===== config.mk =====
export PLATFORM = sky130hd
export DESIGN_NAME = adc_output_demux
export DESIGN_NICKNAME = d
export VERILOG_FILES = /design/src/hdl/adc_split_pkg.sv /design/src/hdl/adc_output_demux.sv /design/src/hdl/thermo_encoder.sv
export SDC_FILE = /design/constraint.sdc
export NUM_CORES = 1
export LEC_CHECK = 0
export BUFFER_PORTS_ARGS = -buffer_cell sky130_fd_sc_hd__buf_2
export CAP_MARGIN = 20
export CORE_MARGIN = 10
export CORE_UTILIZATION = 56
export CTS_CLUSTER_DIAMETER = 30
export DETAILED_ROUTE_END_ITERATION = 10
export PLACE_DENSITY = 0.79
export SLEW_MARGIN = 10
export SYNTH_ARGS = -nofsm -noshare
export SYNTH_HDL_FRONTEND = slang
export SYNTH_SLANG_ARGS = --single-unit

===== constraint.sdc =====
create_clock -name aclk -period 10.5 [get_ports aclk]
set_clock_uncertainty 0.15 [all_clocks]
set_input_delay 2.1 -clock aclk [delete_from_list [all_inputs] [get_ports aclk]]
set_output_delay 2.1 -clock aclk [all_outputs]
set_load 0.03 [all_outputs]

===== src/hdl/adc_split_pkg.sv =====
package adc_split_pkg;

  // Register byte offsets on the AXI4-Lite bus.
  localparam logic [7:0] CTRL_OFFSET       = 8'h00;
  localparam logic [7:0] STATUS_OFFSET     = 8'h04;
  localparam logic [7:0] IRQ_STATUS_OFFSET = 8'h08;
  localparam logic [7:0] IRQ_MASK_OFFSET   = 8'h0C;
  localparam logic [7:0] DATA_OFFSET       = 8'h10;

  // Control register field positions.
  localparam int CTRL_SPLIT_ENABLE_BIT = 0;
  localparam int CTRL_RATE_SELECT_BIT  = 1;
  localparam int CTRL_POWER_A_BIT      = 2;
  localparam int CTRL_POWER_B_BIT      = 3;
  localparam int CTRL_SOFT_RESET_BIT   = 4;
  localparam int CTRL_WIDTH            = 5;

  // Interrupt event bit positions.
  localparam int IRQ_OVERRANGE_BIT = 0;
  localparam int IRQ_RESET_BIT     = 1;
  localparam int IRQ_WIDTH         = 2;

  // Reset values: splitter off, secondary port powered, no interrupts enabled.
  localparam logic [CTRL_WIDTH-1:0] CTRL_RESET     = 5'h0C;
  localparam logic [IRQ_WIDTH-1:0]  IRQ_MASK_RESET = 2'h0;

  // AXI response codes.
  localparam logic [1:0] RESP_OKAY   = 2'h0;
  localparam logic [1:0] RESP_SLVERR = 2'h2;

  // Sample width and the number of comparator levels feeding the encoder.
  localparam int CODE_WIDTH = 8;
  localparam int LEVELS     = 255;

  // Output splitter modes, Gray coded.
  typedef enum logic [1:0] {
    SINGLE_PORT_MODE = 2'h0,
    DUAL_PORT_MODE   = 2'h1,
    DECIMATED_MODE   = 2'h3
  } split_mode_t;

  // Software control bits.
  typedef struct packed {
    logic soft_reset;
    logic power_b;
    logic power_a;
    logic rate_select;
    logic split_enable;
  } ctrl_t;

  // One converted sample with its overrange flag.
  typedef struct packed {
    logic                  over;
    logic [CODE_WIDTH-1:0] code;
  } sample_t;

endpackage : adc_split_pkg


===== src/hdl/adc_output_demux.sv =====
`timescale 1ns/1ps
`default_nettype none

// Behaviour
// RULE1: Encode each sample to 8 bits, feed splitter.
// RULE2: Output codes are offset binary.
// RULE3: Split enable high activates 1:2 splitter.
// RULE4: Rate select picks dual or decimated mode.
// RULE5: Data changes on word clock rising edge.
// RULE6: Single mode: secondary repeats primary, one sample later.
// RULE7: Single mode carries every sample up to 500Msps.
// RULE8: Split modes deliver up to 500Msps per port.
// RULE9: Secondary unpowered: both lines of every bit high.
// RULE10: Splitter reset aligns phase, echoed on reset output.
// RULE11: Encoding errors stay within one step.
// RULE12: Dual mode: newer on primary, older on secondary.
// RULE13: Decimated mode drops alternate samples, quarter rate ports.
// RULE14: Single mode overrange follows primary sample only.
// RULE15: Split modes overrange from either port.
// RULE16: Overrange changes with its data words.
module adc_output_demux #(
  parameter int LEVELS = adc_split_pkg::LEVELS
) (
  input  wire logic              aclk,                      // System clock.
  input  wire logic              aresetn,                   // Synchronous reset, active low.
  // AXI4-Lite slave.
  input  wire logic [7:0]        s_axi_awaddr,
  input  wire logic              s_axi_awvalid,
  output logic                   s_axi_awready,
  input  wire logic [31:0]       s_axi_wdata,
  input  wire logic [3:0]        s_axi_wstrb,
  input  wire logic              s_axi_wvalid,
  output logic                   s_axi_wready,
  output logic [1:0]             s_axi_bresp,
  output logic                   s_axi_bvalid,
  input  wire logic              s_axi_bready,
  input  wire logic [7:0]        s_axi_araddr,
  input  wire logic              s_axi_arvalid,
  output logic                   s_axi_arready,
  output logic [31:0]            s_axi_rdata,
  output logic [1:0]             s_axi_rresp,
  output logic                   s_axi_rvalid,
  input  wire logic              s_axi_rready,
  // Quantizer side, all asynchronous to aclk.
  input  wire logic              sample_clock,              // Sampling clock from the link.
  input  wire logic [LEVELS-1:0] comparator_levels,         // Thermometer from the comparators.
  input  wire logic              comparator_over,           // Input beyond full scale.
  input  wire logic              split_reset_in,            // Splitter phase reset pin.
  // Output port towards the capture logic.
  output logic [7:0]             primary_data_p,
  output logic [7:0]             primary_data_n,
  output logic [7:0]             secondary_data_p,
  output logic [7:0]             secondary_data_n,
  output logic                   output_word_clock_p,
  output logic                   output_word_clock_n,
  output logic                   overrange_p,
  output logic                   overrange_n,
  output logic                   split_reset_out_p,
  output logic                   split_reset_out_n,
  output logic                   irq                        // Level interrupt, active high.
);

  // Whole state of the block.
  typedef struct packed {
    logic [LEVELS-1:0]                         thr_s1;      // First synchroniser stage.
    logic [LEVELS-1:0]                         thr_s2;      // Second synchroniser stage.
    logic                                      ovr_s1;
    logic                                      ovr_s2;
    logic                                      clk_s1;
    logic                                      clk_s2;
    logic                                      clk_s3;      // Delayed copy for edge finding.
    logic                                      rst_s1;
    logic                                      rst_s2;
    adc_split_pkg::ctrl_t                      ctrl;
    logic [adc_split_pkg::IRQ_WIDTH-1:0]       irq_status;
    logic [adc_split_pkg::IRQ_WIDTH-1:0]       irq_mask;
    logic [1:0]                                phase;       // Splitter phase.
    adc_split_pkg::sample_t                    held;        // Older sample awaiting its pair.
    adc_split_pkg::sample_t                    prim;        // Primary port word.
    adc_split_pkg::sample_t                    sec;         // Secondary port word.
    logic                                      owc;         // Output word clock.
    logic                                      ovr_out;     // Overrange output.
    logic                                      rst_out;     // Reset echo.
    logic                                      aw_held;
    logic [7:0]                                awaddr;
    logic                                      w_held;
    logic [31:0]                               wdata;
    logic [3:0]                                wstrb;
    logic                                      bvalid;
    logic [1:0]                                bresp;
    logic                                      rvalid;
    logic [31:0]                               rdata;
    logic [1:0]                                rresp;
  } state_t;

  state_t                    state_reg;                     // Registered state.
  state_t                    state_next;                    // Next state.
  logic [7:0]                enc_code;                      // Encoded synchronised sample.
  adc_split_pkg::split_mode_t mode;                         // Mode from the control bits.
  logic                      sec_powered;                   // Secondary drivers alive.

  // Encoder works on the synchronised thermometer.
  thermo_encoder #(
    .LEVELS (LEVELS),
    .WIDTH  (adc_split_pkg::CODE_WIDTH)
  ) u_encoder (
    .levels (state_reg.thr_s2),
    .code   (enc_code)
  );

  // Mode decode from the two static control bits.
  always_comb begin
    // RULE3 splitter enable
    if (!state_reg.ctrl.split_enable) begin
      mode = adc_split_pkg::SINGLE_PORT_MODE;
    // RULE4 rate select
    end else if (state_reg.ctrl.rate_select) begin
      mode = adc_split_pkg::DECIMATED_MODE;
    end else begin
      mode = adc_split_pkg::DUAL_PORT_MODE;
    end
    sec_powered = state_reg.ctrl.power_a & state_reg.ctrl.power_b;
  end

  // Next-state logic for sampling, splitting, registers and the bus.
  always_comb begin
    adc_split_pkg::sample_t          smp;
    logic                            rise;
    logic                            rst_req;
    logic [adc_split_pkg::IRQ_WIDTH-1:0] irq_set;
    logic [adc_split_pkg::IRQ_WIDTH-1:0] irq_clr;
    logic                            do_write;
    smp        = '0;
    rise       = 1'b0;
    rst_req    = 1'b0;
    irq_set    = '0;
    irq_clr    = '0;
    do_write   = 1'b0;
    state_next = state_reg;

    // Two-flop synchronisers on every asynchronous input.
    state_next.thr_s1 = comparator_levels;
    state_next.thr_s2 = state_reg.thr_s1;
    state_next.ovr_s1 = comparator_over;
    state_next.ovr_s2 = state_reg.ovr_s1;
    state_next.clk_s1 = sample_clock;
    state_next.clk_s2 = state_reg.clk_s1;
    state_next.clk_s3 = state_reg.clk_s2;
    state_next.rst_s1 = split_reset_in;
    state_next.rst_s2 = state_reg.rst_s1;

    // Edges of the sample clock, seen after synchronisation.
    rise    = state_reg.clk_s2 & ~state_reg.clk_s3;
    rst_req = state_reg.rst_s2 | state_reg.ctrl.soft_reset;
    // RULE1 encode into 8 bits
    smp.code = enc_code;
    smp.over = state_reg.ovr_s2;

    // Single mode holds the word clock low while the sample clock is low.
    // This also clears a word clock left high by a split mode, so the next word gets a rising edge.
    if (!state_reg.clk_s2 && mode == adc_split_pkg::SINGLE_PORT_MODE) begin
      state_next.owc = 1'b0;
    end

    // Splitter acts once per sample.
    if (rise) begin
      // RULE10 phase reset echoed
      state_next.rst_out = rst_req;
      if (rst_req && !state_reg.rst_out) begin
        irq_set[adc_split_pkg::IRQ_RESET_BIT] = 1'b1;
      end
      unique case (mode)
        adc_split_pkg::SINGLE_PORT_MODE: begin
          // RULE7 every sample forwarded
          state_next.prim = smp;
          // RULE6 secondary lags one sample
          state_next.sec  = state_reg.prim;
          // RULE14 primary flag only
          state_next.ovr_out = smp.over;
          // RULE5 word clock rises with data
          state_next.owc   = 1'b1;
          state_next.phase = 2'h0;
          irq_set[adc_split_pkg::IRQ_OVERRANGE_BIT] = smp.over;
        end
        adc_split_pkg::DUAL_PORT_MODE: begin
          if (rst_req || !state_reg.phase[0]) begin
            // Older sample waits for its partner.
            state_next.held  = smp;
            state_next.owc   = 1'b0;
            state_next.phase = 2'h1;
          end else begin
            // RULE12 newer on primary
            state_next.prim = smp;
            state_next.sec  = state_reg.held;
            // RULE15 either port flags
            state_next.ovr_out = smp.over | state_reg.held.over;
            // RULE8 half rate per port
            state_next.owc   = 1'b1;
            state_next.phase = 2'h0;
            irq_set[adc_split_pkg::IRQ_OVERRANGE_BIT] = smp.over | state_reg.held.over;
          end
        end
        adc_split_pkg::DECIMATED_MODE: begin
          // RULE13 keep alternate samples
          if (rst_req || state_reg.phase == 2'h0) begin
            state_next.held  = smp;
            state_next.owc   = 1'b0;
            state_next.phase = 2'h1;
          end else if (state_reg.phase == 2'h2) begin
            state_next.prim    = smp;
            state_next.sec     = state_reg.held;
            // RULE16 flag moves with words
            state_next.ovr_out = smp.over | state_reg.held.over;
            state_next.owc     = 1'b1;
            state_next.phase   = 2'h3;
            irq_set[adc_split_pkg::IRQ_OVERRANGE_BIT] = smp.over | state_reg.held.over;
          end else begin
            // Phases 1 and 3 discard their sample.
            state_next.phase = state_reg.phase + 2'h1;
          end
        end
      endcase
    end

    // Write address and data are taken independently.
    if (s_axi_awvalid && s_axi_awready) begin
      state_next.aw_held = 1'b1;
      state_next.awaddr  = s_axi_awaddr;
    end
    if (s_axi_wvalid && s_axi_wready) begin
      state_next.w_held = 1'b1;
      state_next.wdata  = s_axi_wdata;
      state_next.wstrb  = s_axi_wstrb;
    end
    // Both halves present: perform the write and answer.
    do_write = state_reg.aw_held & state_reg.w_held & ~state_reg.bvalid;
    if (do_write) begin
      state_next.aw_held = 1'b0;
      state_next.w_held  = 1'b0;
      state_next.bvalid  = 1'b1;
      state_next.bresp   = adc_split_pkg::RESP_OKAY;
      unique case (state_reg.awaddr)
        adc_split_pkg::CTRL_OFFSET: begin
          if (state_reg.wstrb[0]) begin
            state_next.ctrl = state_reg.wdata[adc_split_pkg::CTRL_WIDTH-1:0];
          end
        end
        adc_split_pkg::IRQ_STATUS_OFFSET: begin
          if (state_reg.wstrb[0]) begin
            irq_clr = state_reg.wdata[adc_split_pkg::IRQ_WIDTH-1:0];
          end
        end
        adc_split_pkg::IRQ_MASK_OFFSET: begin
          if (state_reg.wstrb[0]) begin
            state_next.irq_mask = state_reg.wdata[adc_split_pkg::IRQ_WIDTH-1:0];
          end
        end
        adc_split_pkg::STATUS_OFFSET, adc_split_pkg::DATA_OFFSET: begin
          // Read-only registers ignore the write.
          state_next.bresp = adc_split_pkg::RESP_OKAY;
        end
        default: begin
          state_next.bresp = adc_split_pkg::RESP_SLVERR;
        end
      endcase
    end
    if (state_reg.bvalid && s_axi_bready) begin
      state_next.bvalid = 1'b0;
    end

    // Sticky status: a new event wins over a clear in the same cycle.
    state_next.irq_status = (state_reg.irq_status & ~irq_clr) | irq_set;

    // Reads are answered one cycle after the address is taken.
    if (s_axi_arvalid && s_axi_arready) begin
      state_next.rvalid = 1'b1;
      state_next.rresp  = adc_split_pkg::RESP_OKAY;
      state_next.rdata  = 32'h00000000;
      unique case (s_axi_araddr)
        adc_split_pkg::CTRL_OFFSET: begin
          state_next.rdata[adc_split_pkg::CTRL_WIDTH-1:0] = state_reg.ctrl;
        end
        adc_split_pkg::STATUS_OFFSET: begin
          state_next.rdata[7:0] = {sec_powered, state_reg.rst_out, state_reg.ovr_out,
                                   state_reg.owc, state_reg.phase, mode};
        end
        adc_split_pkg::IRQ_STATUS_OFFSET: begin
          state_next.rdata[adc_split_pkg::IRQ_WIDTH-1:0] = state_reg.irq_status;
        end
        adc_split_pkg::IRQ_MASK_OFFSET: begin
          state_next.rdata[adc_split_pkg::IRQ_WIDTH-1:0] = state_reg.irq_mask;
        end
        adc_split_pkg::DATA_OFFSET: begin
          state_next.rdata[17:0] = {state_reg.sec.over, state_reg.prim.over,
                                    state_reg.sec.code, state_reg.prim.code};
        end
        default: begin
          state_next.rresp = adc_split_pkg::RESP_SLVERR;
        end
      endcase
    end
    if (state_reg.rvalid && s_axi_rready) begin
      state_next.rvalid = 1'b0;
    end
  end

  // State register with synchronous reset.
  always_ff @(posedge aclk) begin
    if (!aresetn) begin
      state_reg          <= '0;
      state_reg.ctrl     <= adc_split_pkg::CTRL_RESET;
      state_reg.irq_mask <= adc_split_pkg::IRQ_MASK_RESET;
    end else begin
      state_reg <= state_next;
    end
  end

  // Bus handshakes and port drivers.
  always_comb begin
    s_axi_awready = ~state_reg.aw_held & ~state_reg.bvalid;
    s_axi_wready  = ~state_reg.w_held & ~state_reg.bvalid;
    s_axi_bvalid  = state_reg.bvalid;
    s_axi_bresp   = state_reg.bresp;
    s_axi_arready = ~state_reg.rvalid;
    s_axi_rvalid  = state_reg.rvalid;
    s_axi_rdata   = state_reg.rdata;
    s_axi_rresp   = state_reg.rresp;
    // RULE2 offset binary outputs
    primary_data_p      = state_reg.prim.code;
    primary_data_n      = ~state_reg.prim.code;
    // RULE9 unpowered lines rest high
    secondary_data_p    = sec_powered ? state_reg.sec.code : 8'hFF;
    secondary_data_n    = sec_powered ? ~state_reg.sec.code : 8'hFF;
    output_word_clock_p = state_reg.owc;
    output_word_clock_n = ~state_reg.owc;
    overrange_p         = state_reg.ovr_out;
    overrange_n         = ~state_reg.ovr_out;
    split_reset_out_p   = state_reg.rst_out;
    split_reset_out_n   = ~state_reg.rst_out;
    irq                 = |(state_reg.irq_status & state_reg.irq_mask);
  end

endmodule : adc_output_demux

`default_nettype wire


===== src/hdl/thermo_encoder.sv =====
`timescale 1ns/1ps
`default_nettype none

// Turns a comparator thermometer pattern into an offset-binary code.
// Counting the ones rather than locating the top transition means a stray
// bubble moves the result by one step at most, never to full or zero scale.
module thermo_encoder #(
  parameter int LEVELS = adc_split_pkg::LEVELS,
  parameter int WIDTH  = adc_split_pkg::CODE_WIDTH
) (
  input  wire logic [LEVELS-1:0] levels,   // Comparator outputs, level 0 lowest.
  output logic      [WIDTH-1:0]  code      // Offset binary result.
);

  // Population count of the thermometer.
  always_comb begin
    logic [WIDTH-1:0] count;
    count = '0;
    // RULE11 bubble tolerant count
    for (int i = 0; i < LEVELS; i++) begin
      count = count + WIDTH'(levels[i]);
    end
    // RULE2 zero is most negative
    code = count;
  end

endmodule : thermo_encoder

`default_nettype wire


==> impl_results.md <==
* Status: complete, no violations
* HPWL after DPL at 38300 µm
* Hold_buf cts at 0
* Total grt overflow at 0
* WS Path Type: reg2reg
* Initial core utilization at 56.6%
* DIE AREA at 0.0521 mm²
* Post-route ant nets at 0
* Max-cap viol count at 0
* Critical path endpoint category: register
* RSZ-0062 raised after global routing: no
* Pins Over Slew Limit at 0
* Post-CTS Resized at 0
* Vias at 14872
* Rows at 76
* Die height at 228 µm
* Arrival @ worst endpoint at 8450 ps
* Worst-Skew Late Latency at 650 ps
* Largest net degree at the start of global routing at 161
* I/O pin total at 397
* Max clock buf depth at 3
* Worst-path clk slew at 50 ps
* Post-place instance area at 0.0262 mm²
* Synth cell types at 47
* Post-layout nets at 3136
* Worst-margin pin slew at 927 ps
* Final WS setup at 2420 ps
* Pre-CTS setup slack at 2460 ps
* Synth Cell Area at 0.0243 mm²
* Seq cells post-synth at 596
* Worst Hold Slack at 274 ps
* Most common cell after layout, fill and taps aside: dfxtp_1
* Area grow syn2layout at 23.5%
* TNS Setup at 0 ps
* Post-synthesis cell count at 2184
* Synth area leader: dfxtp_1
* Routed Wire Length at 53800 µm
* Startpoint types: register
* Horiz. Die Dim at 228 µm
* Sink Count at 596
* Vias per cell at 4.63
* IO buf count at 350
* H-Tree Depth at 3
* Core footprint at 0.0430 mm²
* Yosys Warn Count at 0
* WL/cell at 16.7 µm
* Post-synthesis sequential area ratio at 49.1%
* Number of global-route vias before repair at 16793
* Commonest non-fill, non-tap cells in the layout: 596 x dfxtp_1, 520 x and2_1, 375 x inv_1, 349 x buf_2, 241 x fa_1
* Initial drt markers at 703
* Endpoints failing hold at 0
* Synth top area cells: dfxtp_1 49%, fa_1 20%, and2_1 13%, inv_1 5.8%, ha_1 2.2%
* Max FFs per register at 304
* Clock root buffer: clkbuf_16
* 1st-pass router iterations at 6
* Design area at 0.0300 mm²
* Minimum clock period at 8080 ps
* First-pass GRT wire length at 85100 µm
* Slew headroom at 37.7%
* FMAX at 124 MHz
* Num CTS Buffers at 102
* Required time worst endpoint at 10870 ps
* Final critical-path share of the clock period at 77.0%
* Worst-path maximum fanout at 3
* Setup-failing EPs final at 0
* Avg Inst Size Synth at 11.1 µm²
* Top-area cell type share of the netlist area at 49.1%
* Initial antenna violation count at 6
* Worst hold path class: reg2reg
* Post-CTS Setup Repair Bufs at 0
* EDFF count, synth at 0
* TritonCTS clock tree: done
* Main synth FF type: dfxtp_1
* DRC at 0
* Async SR Flop Fraction at 0%
* Gpl congestion at 0.859
* Global Route Usage Sum at 20.6%
* Layout cell share with drive strength beyond 1 at 21.2%
## cells by family (layout without fill, tap and decap cells)
logic type	count (synthesis)	after routing	share of synthesized area, %
adders and majority gates	283	283	22.0
DFF	596	596	49.1
muxes	16	16	0.669
AOI/OAI and AO/OA	117	117	3.34
other	1	18	0.0154
xor gates and xnor gates	6	6	0.216
and+or+nand+nor	664	664	16.2
buffers and inverters	501	928	8.50
## synth_stat cells, drive strengths merged (5+ instances only)
cell type	number
ha	42
inv	376
a21oi	32
a22oi	19
dfxtp	596
clkbuf	70
o31ai	5
o21ai	14
and2	520
mux2i	14
nand3	15
xnor2	5
nand2b	12
fa	241
a22o	16
a211oi	14
nor2	58
buf	55
nand2	38
nor4	5
## routing by layer
layer / wire length, µm / global-route usage, % / up-vias
li1: - / - / 7151
met5: 23 / 0 / -
met3: 3090 / 5.46 / 108
met4: 1560 / 8.37 / 4
met1: 20300 / 21.7 / 7189
met2: 28800 / 38.2 / 420
## worst max-delay path, stage by stage, from the launching register on
cell	delay [ps]
dfxtp_1	310
fa_1	540
inv_1	50
fa_1	390
fa_1	530
inv_1	70
fa_1	540
inv_1	90
fa_1	530
inv_1	70
fa_1	540
fa_1	460
fa_1	530
fa_1	520
fa_1	550
inv_1	50
fa_1	530
inv_1	70
fa_1	470
a211oi_1	280
o21bai_1	100
a21oi_1	190
xnor2_1	150
a31o_2	270
## path summary, 6_finish.rpt
kind / depth (start not counted) / startpoint / slack, ps / end
worst max-delay path: 23 / state_reg[216] / 2420 / primary_data_p[6]
worst min-delay path: 1 / state_next[231] / 270 / state_reg[231]
worst max register to register: 23 / state_reg[216] / 2420 / primary_data_p[6]
worst min register to register: 1 / state_next[231] / 270 / state_reg[231]
## cell type report
type / count / area [µm²]
Sequential cell: 596 / 11900
Multi-Input combinational cell: 1102 / 10400
Fill cell: 3006 / 13000
Timing Repair Buffer: 358 / 1870
Inverter: 376 / 1410
Clock inverter: 75 / 975
Clock buffer: 119 / 2720
Antenna cell: 2 / 5.00
Tap cell: 585 / 732
## through the flow
stage,instances,utilization [%]
2_1_floorplan,2199,-
3_3_place_gp,3013,61.0
3_5_place_dp,3013,61.0
4_1_cts,3207,69.6
5_1_grt,3212,69.8
6_report,3213,69.8
Power is left out: the tool's default activity adds up to more than one toggle a clock period on the data nets, which glitch-free logic cannot reach.
